### config.mk
export PLATFORM = sky130hd
export DESIGN_NAME = cas_compare_action_selector
export DESIGN_NICKNAME = d
export VERILOG_FILES = /design/src/logic/cas_compare_action_selector.v
export VERILOG_INCLUDE_DIRS = /design/src /design/src/logic
export SDC_FILE = /design/constraint.sdc
export NUM_CORES = 1
export LEC_CHECK = 0
export BUFFER_PORTS_ARGS = -buffer_cell sky130_fd_sc_hd__buf_2
export CORE_MARGIN = 1.5
export CORE_UTILIZATION = 40
export CTS_CLUSTER_DIAMETER = 200
export DETAILED_ROUTE_END_ITERATION = 10
export GPL_TIMING_DRIVEN = 0
export PLACE_DENSITY = 0.76
export SLEW_MARGIN = 15
export SYNTH_ARGS = -nofsm -noshare
export SYNTH_HDL_FRONTEND = slang
export SYNTH_SLANG_ARGS = --single-unit
### constraint.sdc
create_clock -name i_clk -period 5.5 [get_ports i_clk]
set_input_delay 1.1 -clock i_clk [delete_from_list [all_inputs] [get_ports i_clk]]
set_output_delay 1.1 -clock i_clk [all_outputs]
set_load 0.005 [all_outputs]
### src/logic/cas_defs.vh
`ifndef CAS_DEFS_VH
`define CAS_DEFS_VH

// counter phase codes on i_cnt_phase
`define CAS_PH_ZERO      2'h0
`define CAS_PH_UP        2'h1
`define CAS_PH_PEAK      2'h2
`define CAS_PH_DOWN      2'h3

// register widths
`define CAS_EVEN_W       16
`define CAS_ODD_W        32
`define CAS_CNT_W        16

// channel count and per-channel packed field widths
`define CAS_NCH          2
`define CAS_MODE_W       2
`define CAS_PH_W         2

// action register reset value
`define CAS_ACT_RST      32'h0000_0000
`define CAS_EVEN_MASK    32'h0000_ffff

// flag control bit positions
`define CAS_FLG_ZERO     3
`define CAS_FLG_UP       2
`define CAS_FLG_PEAK     1
`define CAS_FLG_DOWN     0

// output action field low bit positions (two bits each)
`define CAS_OUT_ZERO_M   10
`define CAS_OUT_UP_M     8
`define CAS_OUT_PEAK_M   6
`define CAS_OUT_DOWN_M   4
`define CAS_OUT_ZERO_N   14
`define CAS_OUT_PEAK_N   12

// output action codes
`define CAS_ACT_HOLD     2'h0
`define CAS_ACT_HIGH     2'h1
`define CAS_ACT_LOW      2'h2
`define CAS_ACT_INV      2'h3

// buffer transfer modes
`define CAS_BUF_OFF      2'h0
`define CAS_BUF_ZERO     2'h1
`define CAS_BUF_PEAK     2'h2
`define CAS_BUF_BOTH     2'h3

// peak compare value in up/down mode
`define CAS_CMP_TOP      16'hffff

`endif

### src/logic/cas_compare_action_selector.v
// Contract
// - even register 16-bit halfword, odd 32-bit word
// - writes land in shadow buffer first
// - buffer mode 00 transfers right after write
// - buffered: transfer on counter stop or timing
// - reads return active value, not shadow
// - zero state: match 11:10/bit3, else 15:14
// - counting up: match 9:8/bit2, else hold
// - peak state: match 7:6/bit1, else 13:12
// - counting down: match 5:4/bit0, else hold
// - unassigned conditions hold output and flag
// - counter chosen by counter-select field
// - equal compare value always reports match
// - up/down mode, 0xffff matches at peak
// - extension: peak matches when compare >= count
// - extension: zero matches when compare <= count
// - reduced variant forces extension bit off
// - flag bit 1 sets flag, 0 holds
// - field 00 hold, 01 high, 10 low, 11 invert
// - mode 01 zero, 10 peak, 11 either
`timescale 1ns/1ps
`include "cas_defs.vh"

module cas_compare_action_selector (
    // clock and reset
    input  wire        i_clk,
    input  wire        i_rst_n,
    // action register write port
    input  wire        i_even_wr,
    input  wire [15:0] i_even_wr_data,
    input  wire        i_odd_wr,
    input  wire [31:0] i_odd_wr_data,
    // action register read data
    output wire [15:0] o_even_rd_data,
    output wire [31:0] o_odd_rd_data,
    // per-channel control, bit 0 even, bit 1 odd; buffer mode bits 1:0 even, 3:2 odd
    input  wire [3:0]  i_action_buffer_mode,
    input  wire [1:0]  i_match_extension,
    input  wire [1:0]  i_counter_select,
    input  wire        i_reduced_variant,
    // compare values, even in low half
    input  wire [31:0] i_compare_value,
    // two free running counters, counter 0 in low bits
    input  wire [31:0] i_cnt_value,
    input  wire [3:0]  i_cnt_phase,
    input  wire [1:0]  i_cnt_updown,
    input  wire [1:0]  i_cnt_stop,
    // flag clear from software, one pulse per channel
    input  wire [1:0]  i_match_flag_clr,
    // channel results
    output wire [1:0]  o_match,
    output wire [1:0]  o_match_flag,
    output wire [1:0]  o_compare_output
);

    // active action registers, read back directly
    reg  [31:0] act_even_ff;
    reg  [31:0] act_odd_ff;

    // per-channel transfer strobes and shadow words, gathered here so
    // the active registers need no reference into the generate scope
    wire [1:0]  xfer_ch;
    wire [63:0] shadow_ch;

    // reads bypass the shadow, so a pending buffered write stays
    // invisible until its transfer edge
    // active reads
    assign o_even_rd_data = act_even_ff[15:0];
    assign o_odd_rd_data  = act_odd_ff;

    // each channel: match, decode, flag and output, shadow buffer;
    // the odd channel decodes its low halfword only, its upper half
    // is stored and read back but never acts
    genvar ch;
    generate
        for (ch = 0; ch < `CAS_NCH; ch = ch + 1) begin : g_ch
            // per-channel state
            reg  [31:0] shadow_ff;
            reg         pend_ff;
            reg         flag_ff;
            reg         out_ff;
            reg  [31:0] nxt_shadow;
            reg         nxt_pend;
            reg         nxt_flag;
            reg         nxt_out;
            reg         xfer;
            reg         match;
            reg         flg_bit;
            reg  [1:0]  act;
            // per-channel decode nets
            wire        wr;
            wire [31:0] wr_data;
            wire [31:0] act_cur;
            wire [1:0]  mode;
            wire [15:0] cmp;
            wire [15:0] cnt;
            wire [1:0]  phase;
            wire        updown;
            wire        stop;
            wire        ext;

            // the upper half of the even shadow is zero filled, so the
            // odd-only fields can never act on the even channel
            // even register keeps only its low halfword
            assign wr      = (ch == 0) ? i_even_wr : i_odd_wr;
            assign wr_data = (ch == 0) ? {16'h0000, i_even_wr_data}
                                       : i_odd_wr_data;
            assign act_cur = (ch == 0) ? act_even_ff : act_odd_ff;
            // per-channel slices of the packed control and compare ports
            assign mode    = i_action_buffer_mode[`CAS_MODE_W*ch +:
                                                  `CAS_MODE_W];
            assign cmp     = i_compare_value[`CAS_CNT_W*ch +: `CAS_CNT_W];

            // a select change is seen at once, with no resync; change it
            // only while the channel is stopped
            // counter select picks counter 0 or 1
            assign cnt    = i_counter_select[ch] ?
                            i_cnt_value[`CAS_CNT_W +: `CAS_CNT_W] :
                            i_cnt_value[`CAS_CNT_W-1:0];
            assign phase  = i_counter_select[ch] ?
                            i_cnt_phase[`CAS_PH_W +: `CAS_PH_W] :
                            i_cnt_phase[`CAS_PH_W-1:0];
            assign updown = i_cnt_updown[i_counter_select[ch]];
            assign stop   = i_cnt_stop[i_counter_select[ch]];

            // reduced variant ignores the extension bit
            assign ext    = i_match_extension[ch] & ~i_reduced_variant;

            // match determination; the extra rules below can only add a
            // match, so plain equality is never masked by mode or extension
            // (all four checks read the same selected counter)
            always @* begin
                match = (cmp == cnt);
                // top value at peak in up/down mode
                if (updown && phase == `CAS_PH_PEAK &&
                    cmp == `CAS_CMP_TOP) begin
                    match = 1'b1;
                end
                if (ext && phase == `CAS_PH_PEAK && cmp >= cnt) begin
                    match = 1'b1;
                end
                if (ext && phase == `CAS_PH_ZERO && cmp <= cnt) begin
                    match = 1'b1;
                end
            end

            // condition decode picks the action field and flag bit;
            // odd channel runs independent, linked condition unused
            always @* begin
                act     = `CAS_ACT_HOLD;
                flg_bit = 1'b0;
                case (phase)
                    `CAS_PH_ZERO: begin
                        if (match) begin
                            act     = act_cur[`CAS_OUT_ZERO_M+1:
                                              `CAS_OUT_ZERO_M];
                            flg_bit = act_cur[`CAS_FLG_ZERO];
                        end else begin
                            act     = act_cur[`CAS_OUT_ZERO_N+1:
                                              `CAS_OUT_ZERO_N];
                        end
                    end
                    `CAS_PH_UP: begin
                        if (match) begin
                            act     = act_cur[`CAS_OUT_UP_M+1:
                                              `CAS_OUT_UP_M];
                            flg_bit = act_cur[`CAS_FLG_UP];
                        end
                    end
                    `CAS_PH_PEAK: begin
                        if (match) begin
                            act     = act_cur[`CAS_OUT_PEAK_M+1:
                                              `CAS_OUT_PEAK_M];
                            flg_bit = act_cur[`CAS_FLG_PEAK];
                        end else begin
                            act     = act_cur[`CAS_OUT_PEAK_N+1:
                                              `CAS_OUT_PEAK_N];
                        end
                    end
                    `CAS_PH_DOWN: begin
                        if (match) begin
                            act     = act_cur[`CAS_OUT_DOWN_M+1:
                                              `CAS_OUT_DOWN_M];
                            flg_bit = act_cur[`CAS_FLG_DOWN];
                        end
                    end
                    default: begin
                        act     = `CAS_ACT_HOLD;
                        flg_bit = 1'b0;
                    end
                endcase
            end

            // next flag and output level; a clear pulse meeting a set
            // loses, so software never misses an event that lands in
            // the same cycle
            always @* begin
                // set wins over a same-cycle clear
                nxt_flag = flag_ff;
                if (i_match_flag_clr[ch]) begin
                    nxt_flag = 1'b0;
                end
                if (flg_bit) begin
                    nxt_flag = 1'b1;
                end
                case (act)
                    `CAS_ACT_HIGH: nxt_out = 1'b1;
                    `CAS_ACT_LOW:  nxt_out = 1'b0;
                    `CAS_ACT_INV:  nxt_out = ~out_ff;
                    default:       nxt_out = out_ff;
                endcase
            end

            // shadow buffer and transfer timing; a write on a transfer
            // edge stays pending, so the older shadow goes active first
            // and the new word follows at the next transfer condition
            always @* begin
                // unbuffered copies the cycle after a write
                // buffered waits for stop or timing
                case (mode)
                    `CAS_BUF_OFF:  xfer = 1'b1;
                    `CAS_BUF_ZERO: xfer = stop | (phase == `CAS_PH_ZERO);
                    `CAS_BUF_PEAK: xfer = stop | (phase == `CAS_PH_PEAK);
                    default:       xfer = stop |
                                          (phase == `CAS_PH_ZERO) |
                                          (phase == `CAS_PH_PEAK);
                endcase
                xfer       = xfer & pend_ff;
                nxt_shadow = shadow_ff;
                nxt_pend   = pend_ff & ~xfer;
                // a write refills the shadow; newest write wins
                if (wr) begin
                    nxt_shadow = wr_data;
                    nxt_pend   = 1'b1;
                end
            end

            // shadow and pending flag clear too, so no stale word can
            // transfer after reset
            // flag and output update on the sampling edge
            always @(posedge i_clk or negedge i_rst_n) begin
                if (!i_rst_n) begin
                    shadow_ff <= `CAS_ACT_RST;
                    pend_ff   <= 1'b0;
                    flag_ff   <= 1'b0;
                    out_ff    <= 1'b0;
                end else begin
                    shadow_ff <= nxt_shadow;
                    pend_ff   <= nxt_pend;
                    flag_ff   <= nxt_flag;
                    out_ff    <= nxt_out;
                end
            end

            // hand the transfer strobe and shadow word to the active
            // registers outside the loop
            assign xfer_ch[ch] = xfer;
            assign shadow_ch[`CAS_ODD_W*ch +: `CAS_ODD_W] = shadow_ff;

            // channel results, match straight from the decode logic
            assign o_match[ch]          = match;
            assign o_match_flag[ch]     = flag_ff;
            assign o_compare_output[ch] = out_ff;
        end
    endgenerate

    // active registers load from their shadow on transfer
    always @(posedge i_clk or negedge i_rst_n) begin
        if (!i_rst_n) begin
            act_even_ff <= `CAS_ACT_RST;
            act_odd_ff  <= `CAS_ACT_RST;
        end else begin
            // even: only the halfword survives the mask
            if (xfer_ch[0]) begin
                act_even_ff <= shadow_ch[`CAS_ODD_W-1:0] & `CAS_EVEN_MASK;
            end
            // odd: the whole word, upper half stored for read back
            if (xfer_ch[1]) begin
                act_odd_ff <= shadow_ch[2*`CAS_ODD_W-1:`CAS_ODD_W];
            end
        end
    end

endmodule // cas_compare_action_selector

==> flow_summary.ini <==
[outcome]
outcome = completed

[clock_tree]
cts-root-buf = clkbuf_16
clock_latency_ps = 340
cts.sink_count = 102
htree_levels = 3
cts_made_buffers = 9
clk_pin_slew_ps = 60
cts_tree = done
ctsHoldBuffers = 0
cts_setup_buffers = 0
cts_resized = 0
clockBufferDepth = 2

[critical_path]
cp.required_ps = 4400
critPathLaunchType = input port
endpoint_kind = output pin
critical_path_class = in -> out
critical_path.max_fanout = 19
arrival_ps = 3760

[synth]
synth_edf_count = 0
synth_ff_type = dfrtp_1
synthArstFlopShare = 1.00
ys_seq_elements = 102
syn-mean-instance-area_um2 = 12.5
syn-num-nets = 617
ys_top_cells_by_area = dfrtp_1, mux2_2, ha_1
synth_top_area_share = 0.453
syn_inst = 450
yosysUniqueCellTypes = 48
syn_area_um2 = 5630
synth-warning-count = 0
ys_seq_area_frac = 0.453
yosysTopAreaCell = dfrtp_1

[timing]
drv_slew = 0
max_freq_mhz = 206
skew_ps = 7.66
setup_viol = 0
fin_crit_ps = 4860
setup_tns_ps = 0
slew_headroom = 0.510
hold_viol_final = 0
rsz0062_at_grt = false
worst_pin_slew_ps = 715
finalCritPeriodShare = 0.883

[floorplanning]
core.rowCount = 43
initial_core_util = 0.407
fp.dieW_um = 122
core_area_um2 = 13800
dieArea_um2 = 14800
io_pins = 189
die_h_um = 122

[detailed_routing]
drc = 0
antenna_left = 0
via_count = 4506
wl_um = 14600
viasPerCell = 5.41
first_pass_iters = 5
post_drt_wl_per_cell_um = 17.5
drt-initial-drc-count = 249

[power]
power_leakage_nw = 3.39
vdd_drop_max_mv = 0.188
power.density_nw_per_um2 = 300

[final_layout]
nets = 813
stdcell_count = 833
synthToLayoutAreaGrowth_pct = 26.2
drive_gt1_frac = 0.507
final_common_cell = buf_2
final_cell_mix = buf_2, mux2_2, dfrtp_1, mux2i_1, ha_1

[grt]
antenna_found_initial = 2
grt_use_total = 0.197
first_global_vias = 4546
grt-ovfl-total = 0
grt_start_max_net_pins = 64
grt_pass1_wl_um = 22700

[placed_design]
place_inst = 817
gp_congestion = 0.902
dpl.hpwl_um = 11900
numPortBuffers = 186

[worst_hold_path]
holdCritPathClass = reg -> reg

[run]
cap_violations = 0
-- power by group --
part           switching (W)  internal (W)  leakage (nW)
combinational       0.000254      0.000306          2.05
sequential         0.0000906      0.000879          1.20
clock               0.000258      0.000345         0.143
total               0.000602       0.00153          3.39
-- per-stage QoR --
step / total power, W / hold slack (ps) / area, um^2 / util / worst slack (ps)
after floorplan: 0.00128 / 477 / 5630 / - / 876
after global placement: 0.00152 / 483 / 6790 / 0.491 / 333
after detailed placement: 0.00155 / 488 / 6820 / 0.493 / 189
after CTS: 0.00216 / 507 / 7110 / 0.514 / 181
after global routing: 0.00225 / 516 / 7100 / 0.514 / 409
final: 0.00213 / 500 / 7110 / 0.514 / 641
-- kinds of logic after synthesis --
logic type	count (synthesis)	synth area share
muxes	144	0.284
and+or+nand+nor	72	0.0733
DFF	102	0.453
adders and majority gates	32	0.0711
buffers and inverters	32	0.0309
AOI/OAI and AO/OA	68	0.0871
-- worst paths after layout --
| check | to | slack, ps | startpoint | cells after the start |
|---|---|---|---|---|
| worst max-delay path | o_match[1] | 640 | i_counter_select[1] | 12 |
| worst min-delay path | o_odd_rd_data[0] | 500 | g_ch[1].shadow_ff[0] | 1 |
| worst max register to register | g_ch[1].out_ff | 4180 | o_odd_rd_data[6] | 6 |
| worst min register to register | o_odd_rd_data[0] | 500 | g_ch[1].shadow_ff[0] | 1 |
| max in group asynchronous | g_ch[1].shadow_ff[14] | 4220 | i_rst_n | 2 |
| min in group asynchronous | g_ch[0].flag_ff | 660 | i_rst_n | 1 |
-- layout make-up --
type	instances	area (um^2)
diodes	2	5.00
plain buffers	20	129
clock buffers	14	274
clock inverters	2	13.8
fillers	1234	6720
inverters	10	37.5
multi-input cells	316	2910
flip-flops and latches	102	2550
well taps	180	225
repair buffers	187	965
-- sequential cells by signal (all words and copies together) (netlist names) --
name	flops
g_ch.shadow_ff	48
act_even_ff	16
o_odd_rd_data	32
g_ch.out_ff	2
g_ch.flag_ff	2
g_ch.pend_ff	2
-- critical path, stage by stage --
cell and delay (ps):
buf_2 120, buf_6 240, mux2i_1 350, ha_1 310, nand4_1 130, or2_2 140
o22ai_1 150, o311ai_0 560, and3_4 300, inv_1 70, buf_4 130, buf_2 110
-- cell usage after synthesis (5+ instances only) --
library cell  count
ha_1             32
clkbuf_1          5
nand4_1          16
nor4_1            6
dfrtp_1         102
nand2_1          17
inv_1            10
buf_4            12
a21oi_1          16
o211ai_1          7
mux2i_1          40
mux2_2          102
-- metal layers --
layer | vias to the layer above | wire (um) | track usage
li1 | 2105 | - | -
met1 | 2211 | 6100 | 0.243
met2 | 165 | 7120 | 0.332
met3 | 25 | 1010 | 0.0459
met4 | 0 | 379 | 0.0831
met5 | - | 0 | 0
No activity file was read; power rests on OpenSTA's default activity.
